$ cat src/hdl/cbr_params.svh
// Purpose: named constants of the CAN to LIN light command bridge
// Assumes: pclk at 125 MHz, APB register access, one LIN command frame
// Notes:   frame bit n is bit n of the 40-bit data vector, byte 0 first on the wire
// How it works
// - LIN link runs at 10417 bit/s.
// - frame id 0x23, five bytes, classic checksum.
// - bits 0-4 brightness, initial value 0x1F.
// - bit 5 and bits 36-39 sent as zero.
// - bit 6 ramp request, held zero.
// - bit 7 fade-out request, held zero.
// - red, green, blue bytes at bits 8/16/24.
// - zone mask at bit 32 is 0x0F.
// - CAN bytes 1..3 carry red, green, blue.
// - percent becomes 0x00-0xFF at 0.3922 %/bit.
// - byte 0 is constant 0x1F scalar.
// - 1000 ms silence returns levels to initial.
// - LED off while intensity message missing.
`ifndef CBR_PARAMS_SVH
`define CBR_PARAMS_SVH

// timing
`define CBR_CLK_HZ      125000000
`define CBR_LIN_BPS     10417
`define CBR_BIT_CYC     (`CBR_CLK_HZ / `CBR_LIN_BPS)
`define CBR_TIMEOUT_MS  1000
`define CBR_TIMEOUT_CYC (`CBR_TIMEOUT_MS * (`CBR_CLK_HZ / 1000))
`define CBR_PERIOD_MS   50
`define CBR_PERIOD_CYC  (`CBR_PERIOD_MS * (`CBR_CLK_HZ / 1000))

// LIN framing
`define CBR_BREAK_BITS  4'hD
`define CBR_STOP_BIT    4'h9
`define CBR_LAST_BYTE   3'h7
`define CBR_SYNC_BYTE   8'h55
`define CBR_FRAME_ID    6'h23
`define CBR_NBYTES      5
`define CBR_BYTE_W      8
`define CBR_FRAME_W     40

// frame fields
`define CBR_F_BRIGHT    0
`define CBR_F_RSV0      5
`define CBR_F_RAMP      6
`define CBR_F_FADE      7
`define CBR_F_RED       8
`define CBR_F_GREEN     16
`define CBR_F_BLUE      24
`define CBR_F_ZONE      32
`define CBR_F_RSV1      36
`define CBR_BRIGHT_INIT 5'h1F
`define CBR_ZONE_ALL    4'hF
`define CBR_LEVEL_INIT  8'h00

// CAN message
`define CBR_PGN         18'h0FF00
`define CBR_PGN_LSB     8
`define CBR_CAN_DLC     4'h8

// scaling: 0.4 %/bit in, 0.3922 %/bit out, 16-bit fraction
`define CBR_SCALE_MUL   17'h10517
`define CBR_SCALE_HALF  25'h0008000
`define CBR_LEVEL_MAX   8'hFF

// APB map and reset values
`define CBR_ADDR_W      12
`define CBR_A_CTRL      12'h000
`define CBR_A_STATUS    12'h004
`define CBR_A_LEVELS    12'h008
`define CBR_A_FRAMES    12'h00C
`define CBR_S_BUSY      1
`define CBR_S_ERR       2
`define CBR_S_TMO       3
`define CBR_EN_RST      1'b1
`define CBR_RX_IDLE     1'b1

`endif

$ cat src/hdl/cbr_pkg.sv
// Purpose: types shared by the bridge modules
// Assumes: cbr_params.svh defines the widths
// Notes:   each module keeps all its state in one of these structs
`include "cbr_params.svh"

package cbr_pkg;

  // transmitter states, gray along the frame path
  typedef enum logic [1:0] {
    CBR_IDLE  = 2'h0,
    CBR_BREAK = 2'h1,
    CBR_DELIM = 2'h3,
    CBR_BYTES = 2'h2
  } cbr_tx_state_t;

  typedef struct packed {
    cbr_tx_state_t          state;
    logic [15:0]            cyc;
    logic [3:0]             bitn;
    logic [2:0]             byten;
    logic [`CBR_FRAME_W-1:0] data;
    logic                   oe;
    logic                   pin;
    logic                   busy;
    logic                   done;
    logic                   err;
  } cbr_tx_st_t;

  typedef struct packed {
    logic        en;
    logic        alive;
    logic [7:0]  red;
    logic [7:0]  green;
    logic [7:0]  blue;
    logic [31:0] tmo;
    logic [31:0] per;
    logic [15:0] frames;
    logic        err_st;
    logic        tmo_st;
    logic        start;
    logic        pready;
    logic        pslverr;
    logic [31:0] prdata;
    logic [2:0]  sync;
    logic        rx;
  } cbr_top_st_t;

endpackage

$ cat src/hdl/cbr_frame_if.sv
// Purpose: frame hand-off between bridge control and LIN transmitter
// Assumes: both ends on pclk
// Notes:   start is a one-cycle pulse, data is sampled with it
`timescale 1ns/100ps
`default_nettype none
`include "cbr_params.svh"

interface cbr_frame_if;
  logic                    start;
  logic [`CBR_FRAME_W-1:0] data;
  logic                    rx;
  logic                    busy;
  logic                    done;
  logic                    err;
  modport ctl (output start, data, rx, input busy, done, err);
  modport tx  (input start, data, rx, output busy, done, err);
endinterface

`default_nettype wire

$ cat src/hdl/cbr_bridge.sv
// Purpose: CAN intensity message to LIN light command bridge, APB slave
// Assumes: received CAN frames arrive as a one-cycle strobe on pclk
// Notes:   LIN pin is open drain, oe high pulls the line dominant
`timescale 1ns/100ps
`default_nettype none
`include "cbr_params.svh"

module cbr_bridge
  import cbr_pkg::*;
#(
  parameter int BIT_CYCLES     = `CBR_BIT_CYC,
  parameter int TIMEOUT_CYCLES = `CBR_TIMEOUT_CYC,
  parameter int PERIOD_CYCLES  = `CBR_PERIOD_CYC
) (
  // clock, reset, enable
  input  wire logic                   pclk,
  input  wire logic                   presetn,
  input  wire logic                   clk_en,
  // APB slave
  input  wire logic                   psel,
  input  wire logic                   penable,
  input  wire logic                   pwrite,
  input  wire logic [`CBR_ADDR_W-1:0] paddr,
  input  wire logic [31:0]            pwdata,
  output logic      [31:0]            prdata,
  output logic                        pready,
  output logic                        pslverr,
  // received CAN frame
  input  wire logic                   can_rx_valid,
  input  wire logic [28:0]            can_rx_id,
  input  wire logic [3:0]             can_rx_dlc,
  input  wire logic [63:0]            can_rx_data,
  // LIN pin
  input  wire logic                   lin_rx_in,
  output logic                        lin_tx_out,
  output logic                        lin_tx_oe
);

  cbr_top_st_t s;
  cbr_top_st_t nx;
  cbr_frame_if fr ();

  logic                    acc;
  logic                    setup;
  logic                    wr;
  logic [7:0]              scaled [3];
  logic [`CBR_FRAME_W-1:0] frame;

  // one scaler per colour channel, CAN byte 1 is red
  for (genvar c = 0; c < 3; c++) begin : g_ch
    cbr_scale u_scale (
      .percent_raw (can_rx_data[c*`CBR_BYTE_W +: `CBR_BYTE_W]),
      .level       (scaled[c])
    );
  end

  // priority is not checked, any sender of the right group is taken
  assign acc = can_rx_valid
            && can_rx_id[`CBR_PGN_LSB +: 18] == `CBR_PGN
            && can_rx_dlc == `CBR_CAN_DLC;

  // command frame packing, fixed fields are constants
  always_comb begin
    frame                                = '0;
    frame[`CBR_F_BRIGHT +: 5]            = `CBR_BRIGHT_INIT;
    frame[`CBR_F_RSV0]                   = 1'b0;
    frame[`CBR_F_RAMP]                   = 1'b0;
    frame[`CBR_F_FADE]                   = 1'b0;
    frame[`CBR_F_RED +: `CBR_BYTE_W]     = s.red;
    frame[`CBR_F_GREEN +: `CBR_BYTE_W]   = s.green;
    frame[`CBR_F_BLUE +: `CBR_BYTE_W]    = s.blue;
    frame[`CBR_F_ZONE +: 4]              = `CBR_ZONE_ALL;
    frame[`CBR_F_RSV1 +: 4]              = 4'h0;
  end

  // APB phases
  assign setup = psel && !penable;
  assign wr    = psel && penable && s.pready && pwrite;

  // next state of the whole bridge
  always_comb begin
    nx         = s;
    nx.start   = 1'b0;
    nx.pready  = 1'b0;
    nx.pslverr = 1'b0;

    // pin input: three stages, change taken once stages two and three agree
    nx.sync = {s.sync[1:0], lin_rx_in};
    if (s.sync[1] == s.sync[2]) begin
      nx.rx = s.sync[2];
    end

    // message watchdog, reload on every accepted message
    if (acc) begin
      nx.alive = 1'b1;
      nx.tmo   = 32'(TIMEOUT_CYCLES);
      nx.red   = scaled[0];
      nx.green = scaled[1];
      nx.blue  = scaled[2];
    end else if (s.alive) begin
      if (s.tmo == 32'h0000_0001) begin
        nx.alive = 1'b0;
        nx.tmo   = 32'h0000_0000;
        nx.red   = `CBR_LEVEL_INIT;
        nx.green = `CBR_LEVEL_INIT;
        nx.blue  = `CBR_LEVEL_INIT;
      end else begin
        nx.tmo = 32'(s.tmo - 32'h0000_0001);
      end
    end

    // frame schedule: wait out a busy transmitter rather than skip
    if (s.per != 32'h0000_0000) begin
      nx.per = 32'(s.per - 32'h0000_0001);
    end else if (s.en && !fr.busy) begin
      nx.start = 1'b1;
      nx.per   = 32'(PERIOD_CYCLES - 1);
    end

    if (fr.done) begin
      nx.frames = 16'(s.frames + 16'h0001);
    end

    // read data is captured in the setup cycle, answer in the access cycle
    if (setup) begin
      nx.pready = 1'b1;
      nx.prdata = 32'h0000_0000;
      unique case (paddr)
        `CBR_A_CTRL: begin
          nx.prdata[0] = s.en;
        end
        `CBR_A_STATUS: begin
          nx.prdata[0]           = s.alive;
          nx.prdata[`CBR_S_BUSY] = fr.busy;
          nx.prdata[`CBR_S_ERR]  = s.err_st;
          nx.prdata[`CBR_S_TMO]  = s.tmo_st;
        end
        `CBR_A_LEVELS: begin
          nx.prdata[23:0] = {s.blue, s.green, s.red};
        end
        `CBR_A_FRAMES: begin
          nx.prdata[15:0] = s.frames;
        end
        default: begin
          nx.pslverr = 1'b1;
        end
      endcase
    end

    // writes land at the access edge only
    if (wr && paddr == `CBR_A_CTRL) begin
      nx.en = pwdata[0];
    end
    if (wr && paddr == `CBR_A_STATUS) begin
      if (pwdata[`CBR_S_ERR]) begin
        nx.err_st = 1'b0;
      end
      if (pwdata[`CBR_S_TMO]) begin
        nx.tmo_st = 1'b0;
      end
    end

    // sticky flags set after the clear, so a same-cycle event survives
    if (fr.err) begin
      nx.err_st = 1'b1;
    end
    if (s.alive && !acc && s.tmo == 32'h0000_0001) begin
      nx.tmo_st = 1'b1;
    end
  end

  // all state in one register, frozen while clk_en is low
  always_ff @(posedge pclk or negedge presetn) begin
    if (!presetn) begin
      s      <= '0;
      s.en   <= `CBR_EN_RST;
      s.sync <= {3{`CBR_RX_IDLE}};
      s.rx   <= `CBR_RX_IDLE;
    end else if (clk_en) begin
      s <= nx;
    end
  end

  // hand-off to the transmitter
  assign fr.start = s.start;
  assign fr.data  = frame;
  assign fr.rx    = s.rx;

  cbr_lin_tx #(
    .BIT_CYC (16'(BIT_CYCLES))
  ) u_tx (
    .pclk    (pclk),
    .presetn (presetn),
    .ce      (clk_en),
    .fr      (fr.tx),
    .lin_out (lin_tx_out),
    .lin_oe  (lin_tx_oe)
  );

  // outputs straight from the state register
  assign prdata  = s.prdata;
  assign pready  = s.pready;
  assign pslverr = s.pslverr;
endmodule

`default_nettype wire

$ cat src/hdl/cbr_scale.sv
// Purpose: percent intensity byte to LIN channel level
// Assumes: input at 0.4 %/bit, output at 0.3922 %/bit
// Notes:   rounds to nearest, clamps above full scale
`timescale 1ns/100ps
`default_nettype none
`include "cbr_params.svh"

module cbr_scale
  import cbr_pkg::*;
(
  // percent in
  input  wire logic [7:0] percent_raw,
  // level out
  output logic      [7:0] level
);
  logic [24:0] prod;
  logic [8:0]  quot;

  // fixed-point multiply avoids a divider in the data path
  always_comb begin
    // widen both operands first, a 17-bit product would lose the top bits
    prod  = 25'(percent_raw) * 25'(`CBR_SCALE_MUL) + `CBR_SCALE_HALF;
    quot  = prod[24:16];
    level = quot[8] ? `CBR_LEVEL_MAX : quot[7:0];
  end
endmodule

`default_nettype wire

$ cat src/hdl/cbr_lin_tx.sv
// Purpose: LIN master frame transmitter, break to checksum
// Assumes: open-drain pin, rx already synchronised
// Notes:   readback compared at mid bit, error is a one-cycle pulse
`timescale 1ns/100ps
`default_nettype none
`include "cbr_params.svh"

module cbr_lin_tx
  import cbr_pkg::*;
#(
  parameter logic [15:0] BIT_CYC = 16'(`CBR_BIT_CYC)
) (
  // clock and reset
  input  wire logic pclk,
  input  wire logic presetn,
  input  wire logic ce,
  // frame hand-off
  cbr_frame_if.tx   fr,
  // LIN pin
  output logic      lin_out,
  output logic      lin_oe
);
  cbr_tx_st_t s;
  cbr_tx_st_t nx;
  logic [7:0] cur;
  logic [3:0] nb;

  function automatic logic [7:0] pid_of(input logic [5:0] id);
    pid_of = {~(id[1] ^ id[3] ^ id[4] ^ id[5]), id[0] ^ id[1] ^ id[2] ^ id[4], id};
  endfunction

  // classic checksum: data only, carry wrapped back in
  function automatic logic [7:0] cks_of(input logic [`CBR_FRAME_W-1:0] d);
    logic [8:0] acc;
    acc = 9'h000;
    for (int i = 0; i < `CBR_NBYTES; i++) begin
      acc = {1'b0, acc[7:0]} + {1'b0, d[i*`CBR_BYTE_W +: `CBR_BYTE_W]};
      acc = {1'b0, acc[7:0]} + {8'h00, acc[8]};
    end
    cks_of = ~acc[7:0];
  endfunction

  // byte on the wire: sync, protected id, five data bytes, checksum
  always_comb begin
    unique case (s.byten)
      3'h0:           cur = `CBR_SYNC_BYTE;
      3'h1:           cur = pid_of(`CBR_FRAME_ID);
      `CBR_LAST_BYTE: cur = cks_of(s.data);
      default:        cur = 8'(s.data >> {3'(s.byten - 3'h2), 3'h0});
    endcase
  end

  // one bit timer drives every state but idle, so all bit edges share one rate
  always_comb begin
    nx      = s;
    nx.done = 1'b0;
    nx.err  = 1'b0;
    nx.pin  = 1'b0;
    nb      = 4'(s.bitn + 4'h1);
    unique case (s.state)
      CBR_IDLE: begin
        if (fr.start) begin
          nx.state = CBR_BREAK;
          nx.data  = fr.data;
          nx.cyc   = 16'h0000;
          nx.bitn  = 4'h0;
          nx.busy  = 1'b1;
          nx.oe    = 1'b1;
        end
      end
      default: begin
        if (s.cyc == (BIT_CYC >> 1) && fr.rx == s.oe) begin
          nx.err = 1'b1;
        end
        if (s.cyc == BIT_CYC - 16'h0001) begin
          nx.cyc  = 16'h0000;
          nx.bitn = nb;
          if (s.state == CBR_BREAK && nb == `CBR_BREAK_BITS) begin
            nx.state = CBR_DELIM;
            nx.oe    = 1'b0;
          end else if (s.state == CBR_DELIM) begin
            nx.state = CBR_BYTES;
            nx.byten = 3'h0;
            nx.bitn  = 4'h0;
            nx.oe    = 1'b1;
          end else if (s.state == CBR_BYTES && s.bitn == `CBR_STOP_BIT) begin
            nx.bitn  = 4'h0;
            nx.byten = 3'(s.byten + 3'h1);
            nx.oe    = 1'b1;
            if (s.byten == `CBR_LAST_BYTE) begin
              nx.state = CBR_IDLE;
              nx.busy  = 1'b0;
              nx.done  = 1'b1;
              nx.oe    = 1'b0;
            end
          end else if (s.state == CBR_BYTES) begin
            nx.oe = (nb == `CBR_STOP_BIT) ? 1'b0 : ~cur[3'(nb - 4'h1)];
          end
        end else begin
          nx.cyc = 16'(s.cyc + 16'h0001);
        end
      end
    endcase
  end

  always_ff @(posedge pclk or negedge presetn) begin
    if (!presetn) begin
      s <= '0;
    end else if (ce) begin
      s <= nx;
    end
  end

  assign lin_out = s.pin;
  assign lin_oe  = s.oe;
  assign fr.busy = s.busy;
  assign fr.done = s.done;
  assign fr.err  = s.err;
endmodule

`default_nettype wire

$ cat config.mk
export PLATFORM = sky130hd
export DESIGN_NAME = cbr_bridge
export DESIGN_NICKNAME = d
export VERILOG_FILES = /design/src/hdl/cbr_pkg.sv /design/src/hdl/cbr_frame_if.sv /design/src/hdl/cbr_bridge.sv /design/src/hdl/cbr_scale.sv /design/src/hdl/cbr_lin_tx.sv
export VERILOG_INCLUDE_DIRS = /design/src /design/src/hdl
export SDC_FILE = /design/constraint.sdc
export NUM_CORES = 1
export LEC_CHECK = 0
export BUFFER_PORTS_ARGS = -buffer_cell sky130_fd_sc_hd__buf_4
export CAP_MARGIN = 20
export CORE_MARGIN = 2
export CORE_UTILIZATION = 50
export CTS_CLUSTER_SIZE = 20
export DETAILED_ROUTE_END_ITERATION = 10
export GPL_TIMING_DRIVEN = 0
export PLACE_DENSITY = 0.79
export SYNTH_ARGS = -nofsm -noshare
export SYNTH_HDL_FRONTEND = slang
export SYNTH_SLANG_ARGS = --single-unit
export TNS_END_PERCENT = 1
$ cat constraint.sdc
create_clock -name pclk -period 8.3 [get_ports pclk]
set_input_delay 1.245 -clock pclk [delete_from_list [all_inputs] [get_ports pclk]]
set_output_delay 1.245 -clock pclk [all_outputs]
set_load 0.03 [all_outputs]
; Yosys cells after proc, flatten, opt, wreduce, memory -nomap -nowiden
; Cells that the tools add are included.
[word_totals]
register_bits = 198
input_bits = 149
out_inout_bits = 36
wordCells = 181
[op_classes]
add_sub_neg = 19
n_mul = 3
magnitude_cmp = 1
n_eq_ne = 21
n_shift = 1
muxes = 55
bitwise_logic = 4
n_reduce_logical = 52
[op_table]
columns = cell, count
row1 = two-way mux 57 bit, 2
row2 = two-way mux 32 bit, 3
row3 = adder 25 x 16 -> 25 bit (second input constant), 3
row4 = multiplier 8 x 17 -> 25 bit (second input constant), 3
row5 = subtractor 32 x 1 -> 32 bit (second input constant), 2
row6 = two-way mux 22 bit, 2
row7 = >> shifter 36 x 6 -> 8 bit, 1
row8 = two-way mux 34 bit, 1
row9 = adder 16 x 1 -> 16 bit (second input constant), 2
row10 = adder 8 x 1 -> 8 bit, 4
row11 = == test 32 x 1 -> 1 bit (second input constant), 1
row12 = two-way mux 8 bit, 4
row13 = nonzero test 32 bit, 1
row14 = two-way mux 7 bit, 4
row15 = two-way mux 25 bit, 1
row16 = == test 12 x 4 -> 1 bit (second input constant), 2
row17 = two-way mux 2 bit, 12
row18 = one-hot mux 12 bit (2 select lines), 1
row19 = one-hot mux 8 bit (3 select lines), 1
row20 = nonzero test 2 bit, 11
row21 = two-way mux 1 bit, 20
row22 = adder 8 x 8 -> 9 bit, 2
row23 = == test 18 x 16 -> 1 bit (second input constant), 1
row24 = == test 16 x 13 -> 1 bit (second input constant), 1
row25 = 35 further kinds, 71

; Logic depth before layout (Yosys ltp)
[depth]
word_depth = 20
ltp_mapped = 47

; By module
; From an unflattened synthesis, not the netlist that was laid out.
[hier_totals]
cells_unflattened = 1821
hier_area_um2 = 17564.3
[modules_own_cells]
columns = module, instances, cells_each, area_each_um2, seq_area_each_um2
row1 = cbr_bridge, 1, 703, 7135.6, 3484.6
row2 = cbr_lin_tx, 1, 573, 5514.0, 1726.7
row3 = cbr_scale at g_ch[2].u_scale, 1, 192, 1677.9, 0.0
row4 = cbr_scale at g_ch[0].u_scale, 1, 180, 1641.6, 0.0
row5 = cbr_scale at g_ch[1].u_scale, 1, 173, 1595.3, 0.0

; Worst setup path before layout
; No wires, ideal clock.
[synth_path]
path_kind = register to register
from = register u_tx.s[9] (netlist name)
to = register u_tx.s (netlist bit u_tx.lin_oe)
setup_ns = 0.082
t_arrival_ns = 8.385
setup_slack_ns = -0.167
path_stages_with_launch = 43
path_buffers = 0
path_cell_list = dfrtp_1 > ha_1 > fa_1 > a21oi_1 > nor2_1 > nor2_1 > inv_1 > a21oi_1 > nor2_1 > ha_1 > ha_1 > fa_1 > a21o_1 > a21oi_1 > o21bai_1 > a21oi_1 > nor2b_1 > o21ai_0 > [... 7 more ...] > o21ai_0 > nand2b_1 > ha_1 > ha_1 > fa_1 > and3_1 > a211oi_1 > nand4b_1 > nor2_1 > ha_1 > and3_1 > xor3_1 > a221oi_1 > o21ai_0 > o211ai_1 > a31oi_1 > a211o_1 > a31oi_1
[synth_between]
elab_chain_cells = 20
elab_cells_between_ends = 21
classes_between = add/sub (8) / shift (1) / mux (10) / bitwise (2)
[synth_lines]
columns = element, line_no
row1 = "start, declared", cbr_lin_tx.sv:23  ; cbr_tx_st_t s;
row2 = "start signal, assigned", cbr_lin_tx.sv:110  ; s <= nx;
row3 = adder 5 x 8 -> 9 bit, cbr_lin_tx.sv:37  ; acc = {1'b0, acc[7:0]} + {1'b0, d[i*`CBR_BYTE_W +: `CBR_BYTE_W]};
row4 = adder 8 x 1 -> 8 bit, cbr_lin_tx.sv:38  ; acc = {1'b0, acc[7:0]} + {8'h00, acc[8]};
row5 = adder 8 x 8 -> 9 bit, cbr_lin_tx.sv:37
row6 = adder 8 x 1 -> 8 bit, cbr_lin_tx.sv:38
row7 = adder 8 x 8 -> 9 bit, cbr_lin_tx.sv:37
row8 = adder 8 x 1 -> 8 bit, cbr_lin_tx.sv:38
row9 = adder 8 x 4 -> 9 bit, cbr_lin_tx.sv:37
row10 = adder 8 x 1 -> 8 bit, cbr_lin_tx.sv:38
row11 = [... 4 more ...], -
row12 = inverter 1 bit *, cbr_lin_tx.sv:97  ; nx.oe = (nb == `CBR_STOP_BIT) ? 1'b0 : ~cur[3'(nb - 4'h1)];
row13 = two-way mux 1 bit *, cbr_lin_tx.sv:97
row14 = two-way mux 1 bit *, cbr_lin_tx.sv:96  ; end else if (s.state == CBR_BYTES) begin
row15 = two-way mux 1 bit *, cbr_lin_tx.sv:86  ; end else if (s.state == CBR_BYTES && s.bitn == `CBR_STOP_BIT) begin
row16 = two-way mux 1 bit *, cbr_lin_tx.sv:81  ; end else if (s.state == CBR_DELIM) begin
row17 = two-way mux 1 bit *, cbr_lin_tx.sv:78  ; if (s.state == CBR_BREAK && nb == `CBR_BREAK_BITS) begin
row18 = two-way mux 1 bit *, cbr_lin_tx.sv:75  ; if (s.cyc == BIT_CYC - 16'h0001) begin
row19 = two-way mux 1 bit *, cbr_lin_tx.sv:60  ; unique case (s.state)
; Mark *: on every way between the ends. The rest lies on a longest branch, timed or not. The select of a mux whose other input is x is not followed.
; A chain may end at the register's enable or synchronous reset.

; Worst setup path in the final report
[layout_path]
from = register u_tx.s[13] (netlist name)
to = register u_tx.s (netlist bit u_tx.lin_oe)
; Same word-level chain as after synthesis.

==> results by group <==
Synthesis
  – Async SR Flop Fraction: 1.00
  – Post-synthesis sequential area ratio: 0.309
  – Post-Syn Area per Cell: 9.31 um^2
  – Cells after Synth: ~1700
  – Post-synth EDFFs: 0
  – Cell variety after synth: 85
  – Synth warn: 0
  – Mapped cell area: roughly 16000 um^2
  – Yosys reg bits: 193
  – Main synth FF type: dfrtp_1

STA
  – Slew Limit Fails: 0
  – Hold Vio Cnt, Final: 0
  – Post-route setup TNS: 0 ns
  – Worst-Margin Slew: 0.909 ns
  – Final number of setup-violating endpoints: 0
  – Normalized max-slew margin: 0.388
  – Max Clk Rate: 123 MHz
  – Final worst path period share: 0.981
  – Final min period: 8.15 ns
  – Final Skew: around 0.017 ns

Critical path
  – Critical path class: register to register
  – CP Data Arrival Time: 8.50 ns
  – Crit path required time: between 8 and 9 ns
  – Critical path's top delay family: adder cells
  – Slowest library cell on the worst path: dfrtp_1
  – Critical Path Fanout Max: 3
  – Largest stage delay, worst path: 0.43 ns
  – Crit path buf inv count: 1
  – Most frequent CP cell: ha_4
  – CP endpoint kind: register
  – CP Launch Type: register

Clock network
  – CTS tree: done
  – Reg clk slew, reported paths: around 0.080 ns
  – Clock latency on the worst-skew pair: 0.44 ns
  – Clock root buffer: clkbuf_16
  – Total CTS buffers: 17
  – Cts hold-fix bufs: 0
  – Number of H-tree levels: 4
  – Sink Count: 193
  – Clock Tree Buf Depth: 2

Status
  – Status: finished, final reports clean

GRT
  – Grt met1 use: 0.302
  – M3 GR Usage: 0.0343
  – Number of global-route vias before repair: 12600
  – Met2 GRT Util: 0.386
  – GRT Util Overall: 0.226
  – Initial antenna violation count: 0
  – GRT Residual Overflow: 0
  – Pin count of the biggest net entering global routing: 99
  – GR peak layer: met2
  – First-pass GRT wire length: 61200 um

Die
  – Die Ht: ~180 um
  – Starting density of the core: 0.510
  – Area of the core: 30700 um^2
  – Die area: 32800 um^2
  – Site Rows: 64
  – I/O pin count: 185
  – Die span in x: 181 um

Power and ir drop
  – Max VDD drop: between 0.1 and 0.15 mV
  – Clock share of power: 0.305
  – Power per standard cell area: between 150 and 200 nW/um^2
  – Lkg Pwr: 8.90 nW
  – Power Internal: 1.85 mW
  – Comb pwr share: 0.300
  – P_sw: 0.955 mW
  – Flop pwr share: 0.395
  – Sw Ratio: 0.340

Final layout
  – Fillers: around 2600
  – Synthesis-to-finish area growth: 14.4%
  – Commonest non-fill, non-tap cell in the layout: ha_1
  – # diodes: 0
  – Commonest cells after routing, fill and taps aside: ha_1, dfrtp_1, nand2_1
  – Final nets: 2232
  – Share of cells above drive strength 1: 0.157
  – Fin util: 0.583

Routing
  – # DRC: 0
  – Wire per inst: ~17 um
  – DRT Pass-1 Iters: 5
  – Vias per std cell: 5.75
  – Vias: 12800
  – Post-DRT Antenna Nets: 0
  – Final wirelength: 36900 um
  – DR iter-0 viols: 790

Placement
  – Port buffer count: 93
  – Final HPWL from detailed placement: between 20000 and 30000 um
  – GPL Wtd Cong: 0.915

Min path
  – Worst Hold Class: register to register

Job
  – MaxCap Viol Count: 0
-- kinds of logic after synthesis --
kind of cell,count (synthesis),synth area share
other,1,0.000239
flip-flops,193,0.309
adder cells (fa/ha/maj),263,0.234
AO/OA/AOI/OAI,337,0.137
multiplexers,40,0.0298
buffers and inverters,211,0.0597
AND/OR/NAND/NOR,532,0.170
XOR/XNOR,105,0.0606
-- cell usage after synthesis (all sizes together), types with 34 or more instances --
master | n | share of area
fa | 49 | 0.063
inv | 135 | 0.032
buf | 43 | 0.019
ha | 214 | 0.17
nand2 | 151 | 0.037
nor2 | 128 | 0.031
a21oi | 63 | 0.020
nand3 | 48 | 0.015
xnor2 | 58 | 0.032
o21ai | 118 | 0.038
xor2 | 45 | 0.025
dfrtp | 188 | 0.30
nor3 | 34 | 0.011
-- tightest hold or removal path: cells and delay by family, from the launching register on --
| kind | cells | cell delay (ns) |
|---|---|---|
| AOI/OAI and AO/OA | 1 | 0.06 |
| and+or+nand+nor | 1 | 0.04 |
| DFF | 1 | 0.35 |
-- layout make-up --
class | instances | area [um^2] | area share
clock inverter | 13 | 170 | 0.00950
inverter | 135 | 507 | 0.0283
sequential | 193 | 4840 | 0.270
timing repair buffer | 111 | 866 | 0.0483
multi-input combinational | 1286 | 10200 | 0.568
buffer | 76 | 429 | 0.0240
clock buffer | 18 | 439 | 0.0245
tap | 396 | 495 | 0.0277
-- registers in the layout, summed over array words and instances, names as in the netlist, 2 cells and up --
register,cells
prdata,24
s,85
nx,2
u_tx.s,50
fr.data,24
-- per-layer routing --
| metal | vias to the layer above | share of wire |
|---|---|---|
| met5 | - | 0 |
| met3 | 52 | 0.051 |
| met4 | 0 | 0.018 |
| met1 | 6250 | 0.44 |
| met2 | 341 | 0.49 |
| li1 | 6168 | - |
-- through the flow --
step	instance area [um^2]	std cells	hold WS, ns	total power [mW]	worst slack (ns)
6_report	17900	2228	0.486	2.80	0.155
5_1_grt	17900	2228	0.521	3.00	-0.229
4_1_cts	17600	2217	0.485	2.82	0.00481
3_5_place_dp	16900	2180	0.474	1.96	-0.789
3_3_place_gp	16900	2179	0.464	1.91	-0.732
2_1_floorplan	15700	1690	0.442	1.71	0.0434
-- power by group through the flow --
stage          sequential (mW)  combinational [mW]  clock, mW
5_1_grt                   1.12               0.976      0.907
6_report                  1.11               0.841      0.856
4_1_cts                   1.11               0.843      0.869
2_1_floorplan             1.11               0.600          0
3_3_place_gp              1.12               0.796          0
3_5_place_dp              1.12               0.837          0
-- path summary, 6_finish.rpt --
| check | from | end | slack [ns] | depth (start not counted) |
|---|---|---|---|---|
| worst max-delay path | u_tx.s[13] | u_tx.lin_oe | 0.15 | 45 |
| worst min-delay path | prdata[12] | prdata[12] | 0.49 | 2 |
| worst max register to register | u_tx.s[13] | u_tx.lin_oe | 0.15 | 45 |
| worst min register to register | prdata[12] | prdata[12] | 0.49 | 2 |
| max in group asynchronous | presetn | s[98] | 6.58 | 2 |
| min in group asynchronous | presetn | prdata[2] | 0.82 | 1 |
-- timing repair --
item | 4_1_cts | 5_1_grt
pin swaps | 7 | 33
endpoints found under the hold margin | 0 | 0
endpoints found under the setup margin | 1 | 1
gates resized for setup | 13 | 36
setup buffers | 6 | 10
Power figures use the tool's default switching activity.
